File: src/hw/sdram_timing_pkg.sv
// Constants and types for the area 3 SDRAM command timing block.
// How it works
// Bits 14:13 set 0-3 precharge completion wait cycles; reset 00.
// Activate to a bank waits the precharge count after its auto-precharge starts.
// Activate to a bank waits the precharge count after precharge or precharge-all.
// Auto-refresh waits the precharge count after the preceding precharge-all.
// Self-refresh entry waits the precharge count after the preceding precharge-all.
// Bits 11:10 set 0-3 activate to read/write wait cycles; reset 01.
// Bits 8:7 select CAS latency 1, 2 or 3 cycles; reset 10.
// Software never writes CAS latency code 11.
// Bits 4:3, reset 00, add 0-3 cycles after write-autoprecharge before activate.
// Precharge after a plain write waits the write-to-precharge count.
// Software sets write-to-precharge count at least the memory's own need.
// Reserved bits read zero; software writes zero to them.
// Each constraint is a down-counter loaded on the command, blocking until zero.
package sdram_timing_pkg;

  localparam int NUM_BANKS = 4;
  localparam int CNT_W = 3;
  localparam int ADDR_W = 8;

  localparam logic [7:0] WAIT_CTRL_OFFSET = 8'h00;
  localparam logic [7:0] STATUS_OFFSET = 8'h04;

  localparam int TRP_LSB = 13;
  localparam int TRCD_LSB = 10;
  localparam int CL_LSB = 7;
  localparam int WGAP_LSB = 3;

  localparam logic [31:0] WRITABLE_MASK = 32'h00006d98;
  localparam logic [31:0] WAIT_CTRL_RESET = 32'h00000500;
  localparam logic [1:0] CL_CODE_RESERVED = 2'h3;
  localparam logic [2:0] CL_MAX_CYCLES = 3'h3;

  localparam int STAT_TRCD_LSB = 4;
  localparam int STAT_TWR_LSB = 8;
  localparam int STAT_ALLPRE_BIT = 12;
  localparam int STAT_CL_BIT = 13;

  typedef enum logic [3:0] {
    CMD_NOP,
    CMD_ACTIVATE,
    CMD_READ,
    CMD_READ_AP,
    CMD_WRITE,
    CMD_WRITE_AP,
    CMD_PRECHARGE,
    CMD_PRECHARGE_ALL,
    CMD_AUTO_REFRESH,
    CMD_SELF_REFRESH
  } cmd_t;

endpackage

File: src/hw/apb_wait_regs.sv
// APB slave holding the area 3 wait control register and a status word.
`timescale 1ns/1ps
`default_nettype none
module apb_wait_regs (
  // Clock and reset
  input wire logic clk,
  input wire logic rst,
  // APB
  input wire logic psel,
  input wire logic penable,
  input wire logic pwrite,
  input wire logic [sdram_timing_pkg::ADDR_W-1:0] paddr,
  input wire logic [31:0] pwdata,
  output logic [31:0] prdata,
  output logic pready,
  output logic pslverr,
  // Block side
  input wire logic [31:0] status_word,
  output logic [31:0] wait_ctrl
);

  typedef struct packed {
    logic [31:0] ctrl;
    logic [31:0] rdata;
    logic err;
  } reg_state_t;

  reg_state_t state_reg;
  reg_state_t state_next;
  logic hit_ctrl;
  logic hit_stat;

  assign hit_ctrl = (paddr == sdram_timing_pkg::WAIT_CTRL_OFFSET);
  assign hit_stat = (paddr == sdram_timing_pkg::STATUS_OFFSET);

  always_comb begin
    state_next = state_reg;
    // Answer is prepared in the setup cycle so that data comes from flip-flops.
    if (psel && !penable) begin
      state_next.err = !(hit_ctrl || (hit_stat && !pwrite));
      state_next.rdata = 32'h00000000;
      if (!pwrite && hit_ctrl) begin
        state_next.rdata = state_reg.ctrl & sdram_timing_pkg::WRITABLE_MASK;
      end else if (!pwrite && hit_stat) begin
        state_next.rdata = status_word;
      end
    end
    if (psel && penable && pwrite && hit_ctrl) begin
      state_next.ctrl = pwdata & sdram_timing_pkg::WRITABLE_MASK;
    end
  end

  always_ff @(posedge clk) begin
    if (rst) begin
      state_reg.ctrl <= sdram_timing_pkg::WAIT_CTRL_RESET;
      state_reg.rdata <= 32'h00000000;
      state_reg.err <= 1'b0;
    end else begin
      state_reg <= state_next;
    end
  end

  assign prdata = state_reg.rdata;
  assign pslverr = state_reg.err;
  assign pready = 1'b1;
  assign wait_ctrl = state_reg.ctrl;

endmodule // apb_wait_regs
`default_nettype wire

File: src/hw/sdram_timing_core.sv
// SDRAM command spacing for area 3, steered by the wait control register.
//
// Added by the designer: the register offsets and the APB interface to the registers.
`timescale 1ns/1ps
`default_nettype none
module sdram_timing_core (
  // Clock and reset
  input wire logic MCLK,
  input wire logic SYS_RST,
  // APB register bus
  input wire logic PSEL,
  input wire logic PENABLE,
  input wire logic PWRITE,
  input wire logic [sdram_timing_pkg::ADDR_W-1:0] PADDR,
  input wire logic [31:0] PWDATA,
  output logic [31:0] PRDATA,
  output logic PREADY,
  output logic PSLVERR,
  // Command request from the access sequencer
  input wire logic CMD_VALID,
  input wire logic [3:0] CMD_CODE,
  input wire logic [1:0] CMD_BANK,
  output logic CMD_READY,
  // Command issued to the memory
  output logic [3:0] SD_CMD,
  output logic [1:0] SD_BANK,
  output logic RD_DATA_STROBE,
  output logic [1:0] CAS_LATENCY
);

  localparam int NB = sdram_timing_pkg::NUM_BANKS;

  typedef struct packed {
    logic [3:0] cmd;
    logic [1:0] bank;
    logic [2:0] cl_cnt;
    logic strobe;
    logic [1:0] pre_bank_h;
  } core_state_t;

  core_state_t state_reg;
  core_state_t state_next;

  logic [31:0] wait_ctrl;
  logic [31:0] status_word;
  logic [1:0] trp_code;
  logic [1:0] trcd_code;
  logic [1:0] cl_code;
  logic [1:0] wgap_code;
  logic [2:0] cl_cycles;
  logic [2:0] trp_val;
  logic [2:0] trcd_val;
  logic [2:0] wgap_val;
  logic [2:0] wrap_val;
  logic fire;
  logic allowed;
  logic allpre_busy;
  logic [NB-1:0] trp_busy;
  logic [NB-1:0] trcd_busy;
  logic [NB-1:0] twr_busy;
  logic [NB-1:0] trp_load;
  logic [NB-1:0] trcd_load;
  logic [NB-1:0] twr_load;
  logic [2:0] trp_ld_val;
  logic act_open_h;

  apb_wait_regs u_regs (
    .clk(MCLK),
    .rst(SYS_RST),
    .psel(PSEL),
    .penable(PENABLE),
    .pwrite(PWRITE),
    .paddr(PADDR),
    .pwdata(PWDATA),
    .prdata(PRDATA),
    .pready(PREADY),
    .pslverr(PSLVERR),
    .status_word(status_word),
    .wait_ctrl(wait_ctrl)
  );

  // Field decode.
  assign trp_code = wait_ctrl[sdram_timing_pkg::TRP_LSB +: 2];
  assign trcd_code = wait_ctrl[sdram_timing_pkg::TRCD_LSB +: 2];
  assign cl_code = wait_ctrl[sdram_timing_pkg::CL_LSB +: 2];
  assign wgap_code = wait_ctrl[sdram_timing_pkg::WGAP_LSB +: 2];
  assign trp_val = {1'b0, trp_code};
  assign trcd_val = {1'b0, trcd_code};
  assign wgap_val = {1'b0, wgap_code};
  // Write with auto-precharge: start gap plus completion; at most six, so it fits the counter.
  assign wrap_val = wgap_val + trp_val;
  // The reserved latency code would mean nothing; it is treated as the longest one.
  assign cl_cycles = (cl_code == sdram_timing_pkg::CL_CODE_RESERVED) ?
                     sdram_timing_pkg::CL_MAX_CYCLES : (cl_code + 3'h1);
  assign CAS_LATENCY = cl_code;

  // Which command is allowed now.
  always_comb begin
    allowed = 1'b1;
    case (CMD_CODE)
      sdram_timing_pkg::CMD_ACTIVATE: allowed = !trp_busy[CMD_BANK];
      sdram_timing_pkg::CMD_READ,
      sdram_timing_pkg::CMD_READ_AP,
      sdram_timing_pkg::CMD_WRITE,
      sdram_timing_pkg::CMD_WRITE_AP: allowed = !trcd_busy[CMD_BANK];
      sdram_timing_pkg::CMD_PRECHARGE: allowed = !twr_busy[CMD_BANK];
      sdram_timing_pkg::CMD_PRECHARGE_ALL: allowed = (twr_busy == '0);
      sdram_timing_pkg::CMD_AUTO_REFRESH: allowed = !allpre_busy;
      sdram_timing_pkg::CMD_SELF_REFRESH: allowed = !allpre_busy;
      default: allowed = 1'b1;
    endcase
  end

  assign CMD_READY = allowed;
  assign fire = CMD_VALID && allowed;

  // Counter loads on the issued command.
  always_comb begin
    trp_ld_val = trp_val;
    if (CMD_CODE == sdram_timing_pkg::CMD_WRITE_AP) begin
      trp_ld_val = wrap_val;
    end
  end

  genvar b;
  generate
    for (b = 0; b < NB; b++) begin : g_bank
      assign trp_load[b] = fire && (
        ((CMD_BANK == 2'(b)) && ((CMD_CODE == sdram_timing_pkg::CMD_PRECHARGE) ||
                               (CMD_CODE == sdram_timing_pkg::CMD_READ_AP) ||
                               (CMD_CODE == sdram_timing_pkg::CMD_WRITE_AP))) ||
        (CMD_CODE == sdram_timing_pkg::CMD_PRECHARGE_ALL));
      assign trcd_load[b] = fire && (CMD_BANK == 2'(b)) &&
                            (CMD_CODE == sdram_timing_pkg::CMD_ACTIVATE);
      assign twr_load[b] = fire && (CMD_BANK == 2'(b)) &&
                           (CMD_CODE == sdram_timing_pkg::CMD_WRITE);

      wait_counter u_trp (
        .clk(MCLK),
        .rst(SYS_RST),
        .load(trp_load[b]),
        .load_val(trp_ld_val),
        .busy(trp_busy[b])
      );
      wait_counter u_trcd (
        .clk(MCLK),
        .rst(SYS_RST),
        .load(trcd_load[b]),
        .load_val(trcd_val),
        .busy(trcd_busy[b])
      );
      wait_counter u_twr (
        .clk(MCLK),
        .rst(SYS_RST),
        .load(twr_load[b]),
        .load_val(wgap_val),
        .busy(twr_busy[b])
      );
    end
  endgenerate

  wait_counter u_allpre (
    .clk(MCLK),
    .rst(SYS_RST),
    .load(fire && (CMD_CODE == sdram_timing_pkg::CMD_PRECHARGE_ALL)),
    .load_val(trp_val),
    .busy(allpre_busy)
  );

  assign status_word = {18'h00000, (state_reg.cl_cnt != 3'h0), allpre_busy,
                        twr_busy, trcd_busy, trp_busy};

  // Issue register and read-data strobe after the CAS latency.
  always_comb begin
    state_next = state_reg;
    state_next.cmd = sdram_timing_pkg::CMD_NOP;
    state_next.strobe = (state_reg.cl_cnt == 3'h1);
    if (state_reg.cl_cnt != 3'h0) begin
      state_next.cl_cnt = state_reg.cl_cnt - 3'h1;
    end
    if (fire) begin
      state_next.cmd = CMD_CODE;
      state_next.bank = CMD_BANK;
      if ((CMD_CODE == sdram_timing_pkg::CMD_READ) ||
          (CMD_CODE == sdram_timing_pkg::CMD_READ_AP)) begin
        state_next.cl_cnt = cl_cycles;
      end
      if (CMD_CODE == sdram_timing_pkg::CMD_PRECHARGE) begin
        state_next.pre_bank_h = CMD_BANK;
      end
    end
  end

  always_ff @(posedge MCLK) begin
    if (SYS_RST) begin
      state_reg <= '0;
    end else begin
      state_reg <= state_next;
    end
  end

  assign SD_CMD = state_reg.cmd;
  assign SD_BANK = state_reg.bank;
  assign RD_DATA_STROBE = state_reg.strobe;

  assign act_open_h = !trp_busy[state_reg.pre_bank_h];
endmodule // sdram_timing_core
`default_nettype wire

File: src/hw/wait_counter.sv
// Down-counter that holds off a dependent SDRAM command.
`timescale 1ns/1ps
`default_nettype none
module wait_counter (
  // Clock and reset
  input wire logic clk,
  input wire logic rst,
  // Load request
  input wire logic load,
  input wire logic [sdram_timing_pkg::CNT_W-1:0] load_val,
  // State
  output logic busy
);

  typedef struct packed {
    logic [sdram_timing_pkg::CNT_W-1:0] count;
  } cnt_state_t;

  cnt_state_t state_reg;
  cnt_state_t state_next;

  always_comb begin
    state_next = state_reg;
    if (state_reg.count != '0) begin
      state_next.count = state_reg.count - 3'h1;
    end
    // A new load never shortens a wait already running.
    if (load && (load_val > state_next.count)) begin
      state_next.count = load_val;
    end
  end

  always_ff @(posedge clk) begin
    if (rst) begin
      state_reg <= '0;
    end else begin
      state_reg <= state_next;
    end
  end

  assign busy = (state_reg.count != '0);

endmodule // wait_counter
`default_nettype wire

File: config.mk
export PLATFORM = sky130hd
export DESIGN_NAME = sdram_timing_core
export DESIGN_NICKNAME = d
export VERILOG_FILES = /design/src/hw/sdram_timing_pkg.sv /design/src/hw/apb_wait_regs.sv /design/src/hw/sdram_timing_core.sv /design/src/hw/wait_counter.sv
export SDC_FILE = /design/constraint.sdc
export NUM_CORES = 1
export LEC_CHECK = 0
export BUFFER_PORTS_ARGS = -buffer_cell sky130_fd_sc_hd__buf_2
export CELL_PAD_IN_SITES_DETAIL_PLACEMENT = 1
export CELL_PAD_IN_SITES_GLOBAL_PLACEMENT = 2
export CORE_MARGIN = 4
export CORE_UTILIZATION = 33
export CTS_CLUSTER_DIAMETER = 50
export CTS_CLUSTER_SIZE = 28
export DETAILED_ROUTE_END_ITERATION = 10
export HOLD_SLACK_MARGIN = 0.12
export PLACE_DENSITY = 0.83
export RECOVER_POWER = 25
export SLEW_MARGIN = 20
export SYNTH_ARGS = -nofsm -noshare
export SYNTH_HDL_FRONTEND = slang
export SYNTH_SLANG_ARGS = --single-unit
File: constraint.sdc
create_clock -name MCLK -period 3.1 [get_ports MCLK]
set_clock_uncertainty 0.1 [all_clocks]
set_input_delay 0.155 -clock MCLK [delete_from_list [all_inputs] [get_ports MCLK]]
set_output_delay 0.155 -clock MCLK [all_outputs]
set_load 0.01 [all_outputs]
==> results of run 1 <==
==> cells in the final DEF, fill, tap and decap left out, drive strengths merged, types with 2 or more instances in the layout <==
cell type	count
dfxtp	73
ha	60
inv	51
nor2	47
nand2	45
buf	45
mux2i	34
clkbuf	32
nand2b	29
a21oi	26
o21ai	21
conb	18
nand3	17
xnor2	15
and2	14
nor3	14
a221oi	11
dlygate4sd3	10
nor2b	7
nand4	7
a2111oi	6
and3	6
a22o	6
and4	4
o211ai	3
a211oi	3
a32o	3
bufinv	3
nor4	3
o22ai	2
and4b	2
o32ai	2
a311o	2
a31o	2
clkinv	2
nor4bb	2
or4	2
nor3b	2
==> what timing repair did <==
action / CTS / global route
hold endpoints to repair: 10 / 0
endpoints found under the setup margin: 0 / 11
hold buffers: 10 / 0
gates resized for setup: 0 / 5
==> per-layer routing <==
layer / global-route usage [%] / wire length (µm)
met3: 2.29 / 624
met2: 30.1 / 6850
met5: 0 / 0
met4: 5.93 / 244
met1: 20.6 / 6380
==> worst max-delay path, stage by stage <==
cell	delay (ns)
dlygate4sd3_1	0.53
buf_2	0.22
nor4bb_4	0.34
mux2_2	0.44
ha_1	0.32
nor2b_1	0.12
o21ai_0	0.11
a221oi_2	0.34
nand3_1	0.17
a32o_1	0.30
==> worst paths after layout <==
path | slack [ns] | end | cells past startpoint
max | 0.18 | g_bank[3].u_trp.state_reg[0] | 10
min | 0.13 | SD_BANK[0] | 3
max reg2reg | 0.18 | g_bank[3].u_trp.state_reg[0] | 9
min reg2reg | 0.35 | u_regs.prdata[0] | 2
==> per-stage QoR <==
stage	cells	hold slack [ns]	util [%]	worst slack [ns]
detailed placement	802	0.303	36.4	0.182
floorplan	596	0.177	-	0.445
global placement	802	0.292	36.4	0.257
global route	827	0.142	39.5	0.0237
finish	827	0.129	39.5	0.176
CTS	827	0.122	39.4	0.0451
==> power breakdown <==
group | internal [mW] | switching [mW] | leakage [nW] | total, mW
clock | 0.778 | 0.397 | 0.161 | 1.17
sequential | 1.19 | 0.117 | 0.601 | 1.31
combinational | 1.17 | 1.59 | 1.74 | 2.76
==> final cells by class <==
cell class / count / area (µm²)
clock inverter: 6 / 108
multi-input combinational: 426 / 3070
inverter: 51 / 191
sequential: 73 / 1460
timing repair buffer: 78 / 449
fill: 1742 / 8800
tap: 184 / 230
clock buffer: 9 / 225
==> cells by family after synthesis <==
family          share of synthesized area [%]
compound gates                           12.7
xor+xnor                                 2.67
other cells                             0.153
flops                                    29.8
simple gates                             21.4
fa+ha+maj                                15.9
mux                                      7.69
buf+inv                                  9.78
==> flow_metrics.env, run 1 <==
export IMPL_status="completed"
export IMPL_worstReg2RegStart="u_regs.wait_ctrl[13]"
export IMPL_start_util_pct=33.8
export IMPL_antenna_found_initial=0
export IMPL_synth_edf_count=0
export IMPL_io_buffer_count=53
export IMPL_ys_flop_type="dfxtp_1"
export IMPL_cts_tree="yes"
export IMPL_gp_congestion=0.832
export IMPL_dr_total_vias=4325
export IMPL_drtIter0Drc=191
export IMPL_p_leak_nw=2.50
export IMPL_slew_headroom_pct=42.6
export IMPL_clock_path_buffers=2
export IMPL_htree_levels=3
export IMPL_start_kind="input port"
export IMPL_die_w_um=130
export IMPL_power_density_nw_per_um2=914
export IMPL_routed_wl_um=14100
export IMPL_ant_nets=0
export IMPL_cp_max_fo=13
export IMPL_cp_required_ns=3.22
export IMPL_cts_root_buffer="clkbuf_16"
export IMPL_drive_gt1_share_pct=11.4
export IMPL_grt_util_all_layers_pct=16.8
export IMPL_hp_start="CMD_BANK[0]"
export IMPL_ys_seq_area_share_pct=29.8
export IMPL_synth_distinct_cells=54
export IMPL_startpoint="CMD_CODE[3]"
export IMPL_grt_pass1_wl_um=22400
export IMPL_clk_latency_ns=0.33
export IMPL_dieArea_um2=16900
export IMPL_vias_per_cell=5.23
export IMPL_grt_max_degree=32
export IMPL_clk_pin_slew_ns=0.06
export IMPL_total_power_mw=5.24
export IMPL_die_h_um=130
export IMPL_fmax_mhz=342
export IMPL_synth_common_cells="dfxtp_1, ha_1, inv_1"
export IMPL_yosysTopAreaCell="dfxtp_1"
export IMPL_slew_viol_final=0
export IMPL_finalSetupViolations=0
export IMPL_wl_per_cell_um=17.0
export IMPL_ys_warnings_count=0
export IMPL_cts_sinks=73
export IMPL_ioPinCount=96
export IMPL_diodes=0
export IMPL_async_flop_share_pct=0
export IMPL_post_cts_buffers=0
export IMPL_period_share_pct=94.3
export IMPL_synth_most_common_cell="dfxtp_1"
export IMPL_layout_min_cycle_time_ns=2.92
export IMPL_max_cap_viol_count=0
export IMPL_dpl_hpwl_um=10700
export IMPL_postLayoutCellArea_um2=5730
export IMPL_critPathKind="in -> reg"
export IMPL_grt_overflow_total=0
export IMPL_rows=44
export IMPL_holdCritPathClass="in -> reg"
export IMPL_ys_ff_latch=73
export IMPL_worst_pin_slew_ns=0.861
export IMPL_synthTopCellsByArea="dfxtp_1, ha_1, mux2i_1, inv_1, nand2b_1"
export IMPL_fin_nets=752
export IMPL_netlist_instances=580
export IMPL_core_area_um2=14500
export IMPL_hold_violations=0
export IMPL_arrival_ns=3.05
export IMPL_tns_ns=0
export IMPL_postSynthAreaPerCell_um2=8.47
export IMPL_dpl_cell_area_um2=5300
export IMPL_endpoint_kind="flip-flop"
export IMPL_synthDominantCellAreaShare_pct=29.8
export IMPL_syn_area_um2=4910
export IMPL_grt_pass1_vias=4446
export IMPL_area_growth_pct=16.7
export IMPL_route_detailed_drc=0
export IMPL_drt_pass1_iter_count=4
export IMPL_rsz0062_at_grt="no"
export IMPL_largest_reg_flops=15
export IMPL_max_vdd_ir_drop_v=0.000272
export IMPL_cts_inserted_buffers=9
Note: power is estimated with default switching activity, not from simulation.
==> run 2: changes to the inputs <==
--- a/config.mk
+++ b/config.mk
@@ -9,12 +9,12 @@
 export CELL_PAD_IN_SITES_DETAIL_PLACEMENT = 1
 export CELL_PAD_IN_SITES_GLOBAL_PLACEMENT = 2
 export CORE_MARGIN = 4
-export CORE_UTILIZATION = 33
+export CORE_UTILIZATION = 30
 export CTS_CLUSTER_DIAMETER = 50
 export CTS_CLUSTER_SIZE = 28
 export DETAILED_ROUTE_END_ITERATION = 10
 export HOLD_SLACK_MARGIN = 0.12
-export PLACE_DENSITY = 0.83
+export PLACE_DENSITY = 0.8
 export RECOVER_POWER = 25
 export SLEW_MARGIN = 20
 export SYNTH_ARGS = -nofsm -noshare
==> constraint.sdc (replaced) <==
create_clock -name MCLK -period 2.4 [get_ports MCLK]
set_clock_uncertainty 0.1 [all_clocks]
set_input_delay 0.12 -clock MCLK [delete_from_list [all_inputs] [get_ports MCLK]]
set_output_delay 0.12 -clock MCLK [all_outputs]
set_load 0.01 [all_outputs]
==> flow_metrics.env, run 2 (synthesized netlist as in run 1, its figures left out) <==
export IMPL_status="finished with violations"
export IMPL_violations="setup timing"
export IMPL_fin_nets=824
export IMPL_core_area_um2=15900
export IMPL_rsz0062_at_grt="yes"
export IMPL_min_to="SD_CMD[1]"
export IMPL_fmax_mhz=371
export IMPL_hold_violations=0
export IMPL_drtIter0Drc=192
export IMPL_hp_start="CMD_CODE[1]"
export IMPL_clk_latency_ns=0.36
export IMPL_grt_util_all_layers_pct=17.9
export IMPL_layout_min_cycle_time_ns=2.70
export IMPL_diodes=0
export IMPL_start_util_pct=30.8
export IMPL_clock_path_buffers=2
export IMPL_cts_inserted_buffers=9
export IMPL_cp_required_ns=2.55
export IMPL_critPathKind="reg -> reg"
export IMPL_holdCritPathClass="in -> reg"
export IMPL_final_common_cell="buf_4"
export IMPL_route_detailed_drc=0
export IMPL_dieArea_um2=18500
export IMPL_grt_max_degree=37
export IMPL_drt_pass1_iter_count=4
export IMPL_routed_wl_um=16600
export IMPL_wl_per_cell_um=17.8
export IMPL_rrSetupSlack_ns=-0.30
export IMPL_rows=46
export IMPL_ioPinCount=96
export IMPL_placedCellCount=889
export IMPL_max_cap_viol_count=0
export IMPL_total_power_mw=8.51
export IMPL_grt_pass1_vias=4919
export IMPL_rr_endpoint="g_bank[3].u_trp.state_reg[0]"
export IMPL_slew_viol_final=0
export IMPL_grt_overflow_total=0
export IMPL_slew_headroom_pct=53.1
export IMPL_start_kind="flip-flop"
export IMPL_fin_cells=932
export IMPL_ant_nets=0
export IMPL_cts_root_buffer="clkbuf_16"
export IMPL_holdPathStages=3
export IMPL_area_growth_pct=39.4
export IMPL_gp_congestion=0.792
export IMPL_finalSetupViolations=28
export IMPL_dpl_hpwl_um=11700
export IMPL_power_density_nw_per_um2=1240
export IMPL_worstReg2RegStart="u_regs.wait_ctrl[13]"
export IMPL_endpoint_kind="flip-flop"
export IMPL_worst_pin_slew_ns=0.703
export IMPL_die_w_um=136
export IMPL_io_buffer_count=53
export IMPL_largest_reg_flops=15
export IMPL_cts_sinks=73
export IMPL_period_share_pct=112
export IMPL_antenna_found_initial=0
export IMPL_p_leak_nw=2.95
export IMPL_htree_levels=3
export IMPL_vias_per_cell=4.98
export IMPL_cp_max_fo=5
export IMPL_dr_total_vias=4643
export IMPL_reg2regPathDepth=9
export IMPL_clk_pin_slew_ns=0.06
export IMPL_max_vdd_ir_drop_v=0.000435
export IMPL_drive_gt1_share_pct=33.2
export IMPL_cts_tree="yes"
export IMPL_arrival_ns=2.84
export IMPL_final_cell_mix="buf_4, dfxtp_1, nor2_1, nand2_1, ha_1"
export IMPL_setup_ws_ns=-0.299
export IMPL_die_h_um=136
export IMPL_grt_pass1_wl_um=25700
[run 2: cell count changes in the layout (fill, tap and decap cells not counted), sizes merged]
cell,delta
buf,+75
bufinv,-3
clkbuf,-3
dlygate4sd3,+3
clkinvlp,+2
clkinv,-1
[run 2: stage by stage]
step | area [µm²] | hold slack, ns | util, % | TNS (ns) | setup WS, ns
after detailed placement | 5870 | 0.271 | 36.8 | -3.65 | -0.328
after global placement | 5870 | 0.246 | 36.8 | -2.07 | -0.209
after global routing | 6850 | 0.123 | 43.0 | -6.41 | -0.418
final | 6850 | 0.105 | 43.0 | -3.51 | -0.299
after CTS | 6490 | 0.126 | 40.7 | -3.08 | -0.307
after floorplan | 5060 | 0.142 | - | -0.815 | -0.128
[run 2: timing repair]
item,4_1_cts,5_1_grt
pin swaps,14,29
hold endpoints to repair,15,0
endpoints found under the setup margin,35,33
setup buffers,3,8
cloned,0,3
gates resized for setup,48,68
hold buffers,14,0
[run 2: report_power, final]
group,total (mW),switching [mW],internal [mW]
Clock,1.33,0.571,0.755
Combinational,5.44,2.70,2.75
Sequential,1.74,0.176,1.56
Total,8.51,3.44,5.06
[run 2: how the worst max path moves through the flow]
| stage | from | cells past startpoint | slack (ns) | end |
|---|---|---|---|---|
| global placement | u_regs.wait_ctrl[13] | 9 | -0.21 | g_bank[2].u_trp.state_reg[0] |
| floorplan | u_regs.wait_ctrl[13] | 9 | -0.13 | g_bank[0].u_trp.state_reg[0] |
| detailed placement | u_regs.wait_ctrl[13] | 9 | -0.33 | g_bank[0].u_trp.state_reg[0] |
| finish | u_regs.wait_ctrl[13] | 9 | -0.30 | g_bank[3].u_trp.state_reg[0] |
| global route | u_regs.wait_ctrl[13] | 9 | -0.42 | g_bank[3].u_trp.state_reg[0] |
| CTS | u_regs.wait_ctrl[13] | 9 | -0.31 | g_bank[3].u_trp.state_reg[0] |
[run 2: worst max-delay path: stages (launching register included)]
cell	delay, ns
dfxtp_2	0.33
ha_4	0.15
fa_1	0.44
mux2_4	0.35
ha_4	0.29
nor2b_1	0.12
o21ai_1	0.08
a221oi_2	0.30
nand3_1	0.16
a32o_1	0.26
[run 2: routing by layer]
metal  vias to the layer above  wire (µm)  global-route usage [%]
met4                         0        520                    7.61
li1                       2245          -                       -
met1                      2261       7080                    21.0
met2                       103       8390                    32.2
met3                        34        605                    2.92
met5                         -          0                       0
[run 2: area by class of cell]
cell class                 instances  area, µm²
tap                              216        270
timing repair buffer             150       1120
sequential                        73       1480
clock inverter                     4       27.5
clock buffer                      12        256
fill                            1891       9090
multi-input combinational        426       3500
inverter                          51        191
==> run 3: changes to the inputs <==
==> constraint.sdc (replaced) <==
create_clock -name MCLK -period 2.4 [get_ports MCLK]
set_clock_uncertainty 0.1 [all_clocks]
set_input_delay 0.6 -clock MCLK [delete_from_list [all_inputs] [get_ports MCLK]]
set_output_delay 0.6 -clock MCLK [all_outputs]
set_load 0.01 [all_outputs]
==> flow_metrics.env, run 3 (synthesized netlist as in run 1, its figures left out) <==
export IMPL_status="finished with violations"
export IMPL_violations="setup timing"
export IMPL_p_comb_share_pct=62.9
export IMPL_drtIter0Drc=200
export IMPL_drt_pass1_iter_count=4
export IMPL_total_power_mw=8.71
export IMPL_route_detailed_drc=0
export IMPL_diodes=0
export IMPL_max_cap_viol_count=0
export IMPL_fin_nets=822
export IMPL_finalSetupViolations=23
export IMPL_fillers=1857
export IMPL_critPathKind="reg -> reg"
export IMPL_cts_inserted_buffers=9
export IMPL_cp_required_ns=2.54
export IMPL_period_share_pct=114
export IMPL_dpl_cell_area_um2=5960
export IMPL_hp_start="u_regs.prdata[5]"
export IMPL_layout_min_cycle_time_ns=2.75
export IMPL_core_area_um2=15900
export IMPL_clk_latency_ns=0.35
export IMPL_dr_total_vias=4643
export IMPL_grt_overflow_total=0
export IMPL_die_w_um=136
export IMPL_grt_pass1_vias=5052
export IMPL_cts_tree="yes"
export IMPL_p_int_mw=5.25
export IMPL_rsz0062_at_grt="yes"
export IMPL_arrival_ns=2.89
export IMPL_postLayoutCellArea_um2=6860
export IMPL_hold_violations=0
export IMPL_fmax_mhz=364
export IMPL_worst_pin_slew_ns=0.927
export IMPL_cp_top_family="adder cells"
export IMPL_final_cell_mix="buf_4, dfxtp_1, nor2_1, nand2_1, buf_2"
export IMPL_cp_slowest_cell="fa_1"
export IMPL_wl_per_cell_um=17.6
export IMPL_p_seq_share_pct=20.0
export IMPL_fin_cells=930
export IMPL_routed_wl_um=16300
export IMPL_dpl_hpwl_um=11900
export IMPL_ioPinCount=96
export IMPL_p_leak_nw=3.01
export IMPL_die_h_um=136
export IMPL_sw_frac_of_total_pct=39.7
export IMPL_ant_nets=0
export IMPL_cp_max_fo=5
export IMPL_grtUsageMet1_pct=20.2
export IMPL_use_met2_pct=32.2
export IMPL_final_common_cell="buf_4"
export IMPL_placedCellCount=901
export IMPL_antenna_found_initial=0
export IMPL_endpoint_kind="flip-flop"
export IMPL_holdCritPathClass="reg -> reg"
export IMPL_start_kind="flip-flop"
export IMPL_clk_pin_slew_ns=0.06
export IMPL_pwr_share_clk_pct=17.1
export IMPL_grt_pass1_wl_um=25600
export IMPL_area_growth_pct=39.7
export IMPL_rows=46
export IMPL_use_met3_pct=3.70
export IMPL_busiest_layer="met2"
export IMPL_cp_common_cell="ha_4"
export IMPL_grt_max_degree=36
export IMPL_dieArea_um2=18500
export IMPL_cts_root_buffer="clkbuf_16"
export IMPL_grt_util_all_layers_pct=17.7
export IMPL_crit_buf_inv=0
export IMPL_gp_congestion=0.880
export IMPL_holdBufCountCts=0
export IMPL_regArea_um2=1480
export IMPL_max_vdd_ir_drop_v=0.000422
export IMPL_multi_input_area_um2=3550
export IMPL_final_core_util_pct=43.0
export IMPL_startpoint="u_regs.wait_ctrl[13]"
export IMPL_clock_path_buffers=2
export IMPL_cts_sinks=73
export IMPL_setup_ws_ns=-0.346
export IMPL_path_cells="ha_4 -> fa_1 -> mux2_4 -> ha_4 -> nor2b_4 -> o21ai_2 -> a221oi_2 -> nand3_1 -> a32o_1"
export IMPL_drive_gt1_share_pct=36.3
export IMPL_htree_levels=3
export IMPL_switchingPower_mw=3.46
export IMPL_slew_viol_final=0
export IMPL_power_density_nw_per_um2=1270
export IMPL_slowest_delay_ns=0.44
export IMPL_post_place_ws_ns=-0.524
export IMPL_vias_per_cell=4.99
export IMPL_finalHoldWorstSlack_ns=0.355
export IMPL_tns_ns=-4.04
export IMPL_io_buffer_count=53
export IMPL_start_util_pct=30.8
export IMPL_worstReg2RegStart="u_regs.wait_ctrl[13]"
export IMPL_slew_headroom_pct=38.2
export IMPL_largest_reg_flops=15
-- run 3: cell count changes in the layout (fill, tap and decap cells not counted), moves of 4 or more --
cell,previous run,this run
buf_2,37,44
clkbuf_1,16,9
a2111oi_2,1,5
dlygate4sd3_1,13,0
buf_4,71,86
-- run 3: cell type report --
| type | instances | share of cell area, % |
|---|---|---|
| Multi-Input combinational cell | 426 | 51.7 |
| Sequential cell | 73 | 21.5 |
| Timing Repair Buffer | 148 | 15.4 |
| Tap cell | 216 | 3.94 |
| Clock buffer | 12 | 3.59 |
| Inverter | 51 | 2.79 |
| Clock inverter | 4 | 1.11 |
-- run 3: power by group through the flow --
stage	registers (mW)	logic [mW]	clock network, mW
detailed placement	1.72	4.35	0
global route	1.78	6.07	1.59
finish	1.74	5.48	1.49
global placement	1.69	4.01	0
CTS	1.73	4.91	1.52
floorplan	1.68	2.76	0
-- run 3: worst reg2reg max path: cells and delay by family (launching register included) --
| kind | cells | cell delay [ns] |
|---|---|---|
| AOI/OAI and AO/OA | 3 | 0.67 |
| adders and majority gates | 3 | 0.88 |
| DFF | 1 | 0.34 |
| muxes | 1 | 0.34 |
| and+or+nand+nor | 2 | 0.31 |
-- run 3: layer usage --
| metal | up-vias | share of wire [%] |
|---|---|---|
| met2 | 80 | 51 |
| met1 | 2305 | 42 |
| met3 | 25 | 4.0 |
| li1 | 2233 | - |
| met4 | 0 | 2.8 |
| met5 | - | 0 |
-- run 3: worst paths after layout --
| check | to | slack (ns) | cells after the start |
|---|---|---|---|
| hold reg to reg | u_regs.prdata[5] | 0.36 | 2 |
| setup / recovery | g_bank[0].u_trp.state_reg[0] | -0.35 | 9 |
| setup reg to reg | g_bank[0].u_trp.state_reg[0] | -0.35 | 9 |
| hold / removal | u_regs.prdata[5] | 0.36 | 2 |
-- run 3: repair_timing --
action / in CTS / in global routing
endpoints found under the setup margin: 37 / 39
buffers inserted: 4 / 7
gates cloned: 0 / 2
pin swaps: 13 / 32
gates resized for setup: 73 / 53
